--- config.mk ---
export PLATFORM = sky130hd
export DESIGN_NAME = prs_sequencer
export DESIGN_NICKNAME = d
export VERILOG_FILES = /design/src/hw/prs_pkg.sv /design/src/hw/prs_sequencer.sv /design/src/hw/prs_pulse_gen.sv
export VERILOG_INCLUDE_DIRS = /design/src /design/src/hw
export SDC_FILE = /design/constraint.sdc
export NUM_CORES = 1
export LEC_CHECK = 0
export BUFFER_PORTS_ARGS = -buffer_cell sky130_fd_sc_hd__buf_2
export CORE_AREA = 2 2 72 143
export CTS_BUF_LIST = sky130_fd_sc_hd__clkbuf_16
export DETAILED_ROUTE_END_ITERATION = 7
export DIE_AREA = 0 0 74 145
export HOLD_SLACK_MARGIN = 0.08
export PLACE_DENSITY = 0.83
export SETUP_SLACK_MARGIN = 0.05
export SLEW_MARGIN = 20
export SYNTH_ARGS = -nofsm -noshare
export SYNTH_HDL_FRONTEND = slang
export SYNTH_SLANG_ARGS = --single-unit
--- constraint.sdc ---
create_clock -name clk_sys_i -period 7.9 [get_ports clk_sys_i]
set_clock_uncertainty 0.1 [all_clocks]
set_input_delay 1.58 -clock clk_sys_i [delete_from_list [all_inputs] [get_ports clk_sys_i]]
set_output_delay 1.58 -clock clk_sys_i [all_outputs]
set_load 0.005 [all_outputs]
--- src/hw/prs_consts.svh ---
`ifndef PRS_CONSTS_SVH
`define PRS_CONSTS_SVH

// Register word addresses on the plain register port
`define PRS_ADDR_CTRL 4'h0
`define PRS_ADDR_STAT 4'h1
`define PRS_ADDR_PCNT 4'h2
`define PRS_ADDR_PSTAT 4'h3
`define PRS_ADDR_DATA 4'h4
`define PRS_ADDR_MON 4'h5

// Control register fields
`define PRS_CTRL_EN 0
`define PRS_CTRL_WIDTH 1
`define PRS_CTRL_REQ 2
`define PRS_CTRL_DATAEN 3
`define PRS_CTRL_RESET 32'h0000_0002

// Pulse status field
`define PRS_PSTAT_DONE 0

// Monitor fields
`define PRS_MON_DONE 0
`define PRS_MON_READY 1
`define PRS_MON_ERROR 2
`define PRS_MON_CRC 3

// Pulse timing: half period of the configuration clock pulse
`define PRS_HALF_NS 100
`define PRS_CLK_NS 50
`define PRS_HALF_CYC ((`PRS_HALF_NS + `PRS_CLK_NS - 1) / `PRS_CLK_NS)

`endif

--- src/hw/prs_pkg.sv ---
package prs_pkg;
  // Fabric-facing control bundle
  typedef struct packed {
    logic owned;
    logic wide;
    logic request;
  } prs_fab_ctl_t;

  // Monitor flags coming back from the fabric
  typedef struct packed {
    logic crc;
    logic error;
    logic ready;
    logic done;
  } prs_mon_t;
endpackage

--- src/hw/prs_sequencer.sv ---
// Function
// - Enable bit set hands fabric configuration inputs to the manager.
// - Writing one to the pulse count emits one configuration clock pulse.
// - Writing three emits exactly three configuration clock pulses.
// - Data-path enable set forwards bus-written words to the fabric.
// - Four monitor flags report done, ready, error and checksum error.
// - Data-path enable cleared stops forwarding bus words.
// - Fabric request output follows the request control bit while the enable bit is set.
// - Writing 128 emits 128 configuration clock pulses.
// - Pulse done flag sets once all requested pulses are sent.
// - Writing one to the pulse done flag clears it.
// - Enable bit cleared hands configuration inputs back to the pins.
`timescale 1ns/100ps
`include "prs_consts.svh"
module prs_sequencer
  import prs_pkg::*;
#(
  parameter int DATA_W = 32,
  parameter int CFG_W = 16
)
(
  input wire logic clk_sys_i,
  input wire logic rstn_i,
  input wire logic [3:0] reg_addr_i,
  input wire logic [DATA_W-1:0] reg_wdata_i,
  input wire logic reg_wr_i,
  input wire logic reg_rd_i,
  output logic [DATA_W-1:0] reg_rdata_o,
  input wire logic pin_cfg_clk_i,
  input wire logic [CFG_W-1:0] pin_cfg_data_i,
  input wire logic pin_cfg_valid_i,
  input wire logic user_mode_i,
  input wire logic partial_done_flag_i,
  input wire logic partial_ready_flag_i,
  input wire logic partial_error_flag_i,
  input wire logic crc_error_flag_i,
  output logic fabric_partial_request_o,
  output logic configuration_clock_pulse_o,
  output logic [CFG_W-1:0] cfg_data_o,
  output logic cfg_data_valid_o,
  output logic cfg_wide_o,
  output logic mgr_owns_o
);
  logic [DATA_W-1:0] ctrl_ff;
  logic [DATA_W-1:0] rdata_ff, nxt_rdata;
  logic [CFG_W-1:0] data_ff, nxt_data;
  logic valid_ff, nxt_valid;
  prs_mon_t mon_s1_ff, mon_s2_ff;
  logic um_s1_ff, um_s2_ff;
  logic pclk_s1_ff, pclk_s2_ff;
  logic pulse, pdone, pbusy;
  prs_fab_ctl_t fab;

  // Register decode
  wire logic wr_ctrl = reg_wr_i && reg_addr_i == `PRS_ADDR_CTRL;
  wire logic wr_pcnt = reg_wr_i && reg_addr_i == `PRS_ADDR_PCNT;
  wire logic wr_pstat = reg_wr_i && reg_addr_i == `PRS_ADDR_PSTAT;
  wire logic wr_data = reg_wr_i && reg_addr_i == `PRS_ADDR_DATA;
  wire logic clr_done = wr_pstat && reg_wdata_i[`PRS_PSTAT_DONE];
  wire logic en = ctrl_ff[`PRS_CTRL_EN];
  wire logic dataen = ctrl_ff[`PRS_CTRL_DATAEN];

  // Pin clock, user mode and monitor flags: two flops before any use; pin data and valid pass straight through
  always_ff @(posedge clk_sys_i)
  begin
    if (!rstn_i)
    begin
      mon_s1_ff <= '0;
      mon_s2_ff <= '0;
      um_s1_ff <= 1'b0;
      um_s2_ff <= 1'b0;
      pclk_s1_ff <= 1'b0;
      pclk_s2_ff <= 1'b0;
    end
    else
    begin
      mon_s1_ff <= {crc_error_flag_i, partial_error_flag_i,
                    partial_ready_flag_i, partial_done_flag_i};
      mon_s2_ff <= mon_s1_ff;
      um_s1_ff <= user_mode_i;
      um_s2_ff <= um_s1_ff;
      pclk_s1_ff <= pin_cfg_clk_i;
      pclk_s2_ff <= pclk_s1_ff;
    end
  end

  // Control register; processor reset aborts everything
  always_ff @(posedge clk_sys_i)
  begin
    if (!rstn_i)
      ctrl_ff <= DATA_W'(`PRS_CTRL_RESET);
    else if (wr_ctrl)
      ctrl_ff <= reg_wdata_i & DATA_W'(32'h0000_000F);
  end

  prs_pulse_gen #(
    .CNT_W(DATA_W)
  ) u_pulse (
    .clk_sys_i(clk_sys_i),
    .rstn_i(rstn_i),
    .load_i(wr_pcnt),
    .count_i(reg_wdata_i),
    .clr_done_i(clr_done),
    .pulse_o(pulse),
    .done_o(pdone),
    .busy_o(pbusy)
  );

  // Bus words go to the fabric only while data path is enabled
  assign nxt_valid = wr_data && dataen && en;
  assign nxt_data = nxt_valid ? reg_wdata_i[CFG_W-1:0] : data_ff;

  // Fabric control bundle: owned is the enable bit, request is gated by it, width is not
  assign fab.owned = en;
  assign fab.wide = ctrl_ff[`PRS_CTRL_WIDTH];
  assign fab.request = en && ctrl_ff[`PRS_CTRL_REQ];

  // Read mux; unmapped addresses read zero
  always_comb
  begin
    nxt_rdata = '0;
    case (reg_addr_i)
      `PRS_ADDR_CTRL: nxt_rdata = ctrl_ff;
      `PRS_ADDR_STAT: nxt_rdata = DATA_W'({pbusy, um_s2_ff});
      `PRS_ADDR_PSTAT: nxt_rdata = DATA_W'(pdone);
      `PRS_ADDR_MON: nxt_rdata = DATA_W'(mon_s2_ff);
      default: nxt_rdata = '0;
    endcase
  end

  always_ff @(posedge clk_sys_i)
  begin
    if (!rstn_i)
    begin
      rdata_ff <= '0;
      data_ff <= '0;
      valid_ff <= 1'b0;
    end
    else
    begin
      rdata_ff <= reg_rd_i ? nxt_rdata : '0;
      data_ff <= nxt_data;
      valid_ff <= nxt_valid;
    end
  end

  // Pins drive the fabric when the manager has no control
  assign reg_rdata_o = rdata_ff;
  assign mgr_owns_o = fab.owned;
  assign cfg_wide_o = fab.wide;
  assign fabric_partial_request_o = fab.request;
  assign configuration_clock_pulse_o = fab.owned ? pulse : pclk_s2_ff;
  assign cfg_data_o = fab.owned ? data_ff : pin_cfg_data_i;
  assign cfg_data_valid_o = fab.owned ? valid_ff : pin_cfg_valid_i;

  a_req_follow: assert property (@(posedge clk_sys_i)
    disable iff (!rstn_i)
    wr_ctrl && reg_wdata_i[`PRS_CTRL_EN] |=>
    fabric_partial_request_o == $past(reg_wdata_i[`PRS_CTRL_REQ]))
    else $error("request does not follow control bit");
  a_data_forward: assert property (@(posedge clk_sys_i)
    disable iff (!rstn_i)
    wr_data && dataen && en |=> cfg_data_valid_o &&
    cfg_data_o == $past(reg_wdata_i[CFG_W-1:0]))
    else $error("data word not forwarded");
  a_data_block: assert property (@(posedge clk_sys_i)
    disable iff (!rstn_i)
    en && !dataen |=> !valid_ff)
    else $error("data forwarded while disabled");
  a_pins_back: assert property (@(posedge clk_sys_i)
    disable iff (!rstn_i)
    !en |-> cfg_data_o == pin_cfg_data_i && !fabric_partial_request_o)
    else $error("pins not handed back");
  a_mgr_take: assert property (@(posedge clk_sys_i)
    disable iff (!rstn_i)
    wr_ctrl && reg_wdata_i[`PRS_CTRL_EN] |=> mgr_owns_o)
    else $error("manager did not take control");
  // Busy spans four cycles per pulse, then drops
  a_one_pulse: assert property (@(posedge clk_sys_i)
    disable iff (!rstn_i)
    wr_pcnt && reg_wdata_i == DATA_W'(1) && !pbusy && en |=>
    pbusy [*4] ##1 !pbusy)
    else $error("single pulse wrong length");
  a_mon_report: assert property (@(posedge clk_sys_i)
    disable iff (!rstn_i)
    reg_rd_i && reg_addr_i == `PRS_ADDR_MON |=>
    reg_rdata_o[3:0] == $past(mon_s2_ff))
    else $error("monitor flags misreported");
  // Twelve busy cycles for three pulses, split to keep repeats short
  a_three_pulses: assert property (@(posedge clk_sys_i)
    disable iff (!rstn_i)
    wr_pcnt && reg_wdata_i == DATA_W'(3) && !pbusy |=> pbusy [*8]
    ##1 pbusy [*4] ##1 !pbusy)
    else $error("three pulses wrong length");
endmodule

--- src/hw/prs_pulse_gen.sv ---
`timescale 1ns/100ps
`include "prs_consts.svh"
module prs_pulse_gen
  import prs_pkg::*;
#(
  parameter int CNT_W = 32
)
(
  input wire logic clk_sys_i,
  input wire logic rstn_i,
  input wire logic load_i,
  input wire logic [CNT_W-1:0] count_i,
  input wire logic clr_done_i,
  output logic pulse_o,
  output logic done_o,
  output logic busy_o
);
  typedef enum logic [1:0] {PG_IDLE, PG_HIGH, PG_LOW} prs_pg_state_t;

  localparam logic [7:0] HALF = 8'(`PRS_HALF_CYC);

  prs_pg_state_t state_ff, nxt_state;
  logic [CNT_W-1:0] cnt_ff, nxt_cnt;
  logic [7:0] tmr_ff, nxt_tmr;
  logic done_ff, nxt_done;
  logic pulse_ff;
  wire logic tmr_end = (tmr_ff == 8'h01);
  wire logic last = (cnt_ff == CNT_W'(1));

  // One pulse per decrement, done when count reaches zero
  always_comb
  begin
    nxt_state = state_ff;
    nxt_cnt = cnt_ff;
    nxt_tmr = tmr_end ? tmr_ff : tmr_ff - 8'h01;
    case (state_ff)
      PG_IDLE:
      begin
        if (load_i && count_i != '0)
        begin
          nxt_cnt = count_i;
          nxt_tmr = HALF;
          nxt_state = PG_HIGH;
        end
      end
      PG_HIGH:
      begin
        if (tmr_end)
        begin
          nxt_tmr = HALF;
          nxt_state = PG_LOW;
        end
      end
      PG_LOW:
      begin
        if (tmr_end)
        begin
          nxt_cnt = cnt_ff - CNT_W'(1);
          nxt_tmr = HALF;
          nxt_state = last ? PG_IDLE : PG_HIGH;
        end
      end
      default:
        nxt_state = PG_IDLE;
    endcase
  end

  // Set wins over a simultaneous write-one clear
  assign nxt_done = (state_ff == PG_LOW && tmr_end && last) ? 1'b1
                  : (clr_done_i ? 1'b0 : done_ff);

  always_ff @(posedge clk_sys_i)
  begin
    if (!rstn_i)
    begin
      state_ff <= PG_IDLE;
      cnt_ff <= '0;
      tmr_ff <= 8'h00;
      done_ff <= 1'b0;
      pulse_ff <= 1'b0;
    end
    else
    begin
      state_ff <= nxt_state;
      cnt_ff <= nxt_cnt;
      tmr_ff <= nxt_tmr;
      done_ff <= nxt_done;
      pulse_ff <= (nxt_state == PG_HIGH);
    end
  end

  assign pulse_o = pulse_ff;
  assign done_o = done_ff;
  assign busy_o = (state_ff != PG_IDLE);

  a_pulse_width: assert property (@(posedge clk_sys_i)
    disable iff (!rstn_i)
    $rose(pulse_o) |-> pulse_o [*2] ##1 !pulse_o)
    else $error("pulse high time wrong");
  a_done_after_pulse: assert property (@(posedge clk_sys_i)
    disable iff (!rstn_i)
    $rose(done_o) |-> !busy_o && $past(busy_o))
    else $error("done without finishing pulses");
  a_done_clear: assert property (@(posedge clk_sys_i)
    disable iff (!rstn_i)
    clr_done_i && done_o && !(state_ff == PG_LOW && tmr_end) |=> !done_o)
    else $error("done not cleared");
endmodule

==> out/metrics.cfg <==
[logic_synthesis]
ys_top_cells_by_area=dfxtp_1 34%, mux2i_1 4.8%, o32ai_1 4.6%
syn_inst=571
netlist_area_mm2=0.00476
synthArstFlopShare_pct=0
yosysMostFrequentCell=dfxtp_1
seq_area_frac_synth_pct=34.1
synth.distinct_cells=59
synth_area_per_cell_um2=8.34
synth_top_cell_by_area=dfxtp_1
synth-edff-count=0
ys_ff_latch=81
synth_commonest_cells=81 x dfxtp_1, 47 x nand2_1, 42 x clkbuf_1, 41 x nor2_1, 28 x buf_4
synth-main-ff-cell=dfxtp_1
synth_warnings=0
yosysTopAreaCellShare_pct=34.1

[route]
met2_length_um=6750
drt_drc_violations_left=0
drt_iter0_drc=585
wl_per_cell_um=17.5
ant_nets=0
num_vias=4814
top_layer=met4
m1WireLength_um=4760
wl_met3_um=964
finalWirelength_um=13400
viasPerCell=6.29
dr.pass1.iters=6

[worst_hold_path]
worstHoldStart=um_s1_ff$_SDFF_PN0_
hold_path_class=flip-flop to flip-flop
min_to=um_s2_ff$_SDFF_PN0_
hold_depth=1

[worst_setup_path]
worstPathArrival_ps=4120
end_kind=flip-flop
rrSetupSlack_ps=4740
max_stage_delay_ps=850
rr_endpoint=u_pulse.cnt_ff[18]$_SDFFE_PN0P_
reg2reg_depth=5
startpoint_type=primary input
required_ps=8060
path_cells=buf_2, nor4_1, nand4_1, o21bai_1, buf_4, a211oi_1, nor3_1
crit_path_max_fanout=15
r2r_start=u_pulse.cnt_ff[2]$_SDFFE_PN0P_
cp_slowest_cell=o21bai_1
critical_path_class=primary input to flip-flop

[timing]
fmax_ghz=0.252
setup_viol=0
slew_headroom_pct=32.9
tightest_slew_ps=1010
drv_slew=0
grt_setup_unrepaired=false
fin_crit_ps=3970
finalCritPeriodShare_pct=50.2
hold_viol_final=0
fin_ws_ps=3930
setup_tns_ps=0

[power]
power.density_mw_per_mm2=205
swShare_pct=32.1
p_clk_share_pct=35.6
combPwrFrac_pct=23.0
p_switching_w=0.000357
power.leakage_nw=2.19
seqPwrFrac_pct=41.3
ir_drop_v=0.000151
p_int_w=0.000753

[final_layout]
diodes=0
drive_gt1_share_pct=21.6
area_delta_synth_final_pct=13.7
final_area_mm2=0.00541
nFillCells=894
final_nets=700

[clock_network]
clock_sinks=81
clkTransAtPathRegs_ps=60
clockRootBuffer=clkbuf_16
postCtsResizedCells=0
hold_buffers=0
cts_setup_buffers=0
cts_tree=done
cts_buffers=9
htree_levels=3
clk_latency_ps=340
clock_path_buffers=2

[global_routing]
antenna_found_initial=0
grt-ovfl-total=0
grt_pass1_vias=4585
grt_use_total_pct=25.2
grt_max_degree=55
grt_pass1_wl_um=21600

[floorplanning]
initial_core_util_pct=49.4
dieArea_mm2=0.0107
die_h_um=145
die_w_um=74
pin_count=116
row_count=51
coreArea_mm2=0.00964

[placement]
place_congestion=0.967
hpwl_um=9640
place_ws_ps=3400
placed_area_mm2=0.00513
portBuffers=87

[job]
cap_violations=0

[outcome]
status=finished clean

==> critical path: cells and delay by family <==
| kind | cells | cell delay (ps) |
|---|---|---|
| AND/OR/NAND/NOR | 3 | 1010 |
| buffers and inverters | 2 | 470 |
| AO/OA/AOI/OAI | 2 | 1050 |
==> metrics by stage <==
step / std cells / hold slack, ps / power (W) / util (%)
global route: 765 / 350 / 0.00116 / 56.1
finish: 765 / 334 / 0.00111 / 56.1
floorplan: 598 / 312 / 0.000656 / -
CTS: 765 / 337 / 0.00111 / 56.1
global placement: 749 / 313 / 0.000706 / 53.2
detailed placement: 749 / 320 / 0.000717 / 53.2
==> flip-flops by register name, summed over array words and instances (netlist names) <==
signal / cells
um_s1_ff: 1
reg_rdata_o: 4
u_pulse.tmr_ff: 8
valid_ff: 1
u_pulse.cnt_ff: 32
u_pulse.done_o: 1
data_ff: 16
pclk_s1_ff: 1
u_pulse.pulse_o: 1
um_s2_ff: 1
u_pulse.state_ff: 2
mon_s1_ff: 4
mon_s2_ff: 4
pclk_s2_ff: 1
ctrl_ff: 4
==> layer usage <==
metal  track usage, %  up-vias
met5                0        -
met4             17.6        0
met3             4.17       77
met2             42.0      294
met1             27.8     2255
li1                 -     2188
==> power by group through the flow <==
stage	clock network, W	logic (W)	registers [W]
after floorplan	0	0.000196	0.000460
after global placement	0	0.000242	0.000464
after detailed placement	0	0.000250	0.000467
after CTS	0.000398	0.000251	0.000458
after global routing	0.000418	0.000278	0.000462
final	0.000396	0.000256	0.000459
==> kinds of logic (layout without fill, tap and decap cells) <==
family	after synthesis	in the layout	synth area share [%]
compound gates	130	130	20.4
xor+xnor	6	6	1.10
fa+ha+maj	10	10	2.58
buf+inv	88	123	9.23
flops	81	81	34.1
mux	41	41	9.10
other cells	1	28	0.0788
simple gates	214	214	23.4
==> how the worst max path moves through the flow <==
stage / start / endpoint / slack, ps / cells after the start
6_report: reg_wdata_i[16] / u_pulse.tmr_ff[4]$_SDFF_PN0_ / 3930 / 7
5_1_grt: reg_wdata_i[16] / u_pulse.tmr_ff[4]$_SDFF_PN0_ / 3860 / 7
4_1_cts: reg_wdata_i[16] / u_pulse.cnt_ff[2]$_SDFFE_PN0P_ / 3740 / 7
3_5_place_dp: reg_wdata_i[16] / u_pulse.cnt_ff[2]$_SDFFE_PN0P_ / 3400 / 7
3_3_place_gp: reg_wdata_i[16] / u_pulse.cnt_ff[10]$_SDFFE_PN0P_ / 3550 / 7
2_1_floorplan: pin_cfg_data_i[0] / cfg_data_o[0] / 4390 / 1
==> placed cells by master, fill, tap and decap left out, types with 3 or more instances in the layout <==
| master | Yosys | routed |
|---|---|---|
| a221oi_1 | 18 | 18 |
| a21oi_1 | 22 | 22 |
| inv_1 | 12 | 12 |
| a31oi_1 | 8 | 8 |
| a22oi_1 | 4 | 4 |
| buf_2 | 2 | 87 |
| a21boi_0 | 3 | 3 |
| a211oi_1 | 9 | 9 |
| dfxtp_1 | 81 | 81 |
| clkbuf_16 | 0 | 9 |
| nand4_1 | 9 | 9 |
| o22ai_1 | 5 | 5 |
| nor3_1 | 25 | 25 |
| clkinvlp_4 | 0 | 4 |
| or3_1 | 9 | 9 |
| o21ai_0 | 12 | 11 |
| nor2_1 | 41 | 41 |
| and4_1 | 3 | 3 |
| o32ai_1 | 25 | 25 |
| mux2i_1 | 23 | 23 |
| ha_1 | 9 | 9 |
| buf_4 | 28 | 8 |
| xnor2_1 | 4 | 4 |
| conb_1 | 1 | 28 |
| nor4_1 | 20 | 20 |
| or4_1 | 12 | 12 |
| nand2_1 | 47 | 47 |
| and2_1 | 18 | 18 |
| o221a_2 | 4 | 4 |
| mux2_2 | 18 | 18 |
| and3_1 | 5 | 5 |
| nand3_1 | 4 | 4 |
| nor2b_1 | 11 | 11 |
==> layout make-up <==
cell class	count	area (µm²)	area share (%)
clock buffers	9	225	4.16
clock inverters	7	53.8	0.994
inverters	12	45.0	0.833
multi-input cells	429	2800	51.8
flip-flops and latches	81	1620	30.0
well taps	132	165	3.05
repair buffers	95	495	9.16
Note: power is estimated with default switching activity, not from simulation.
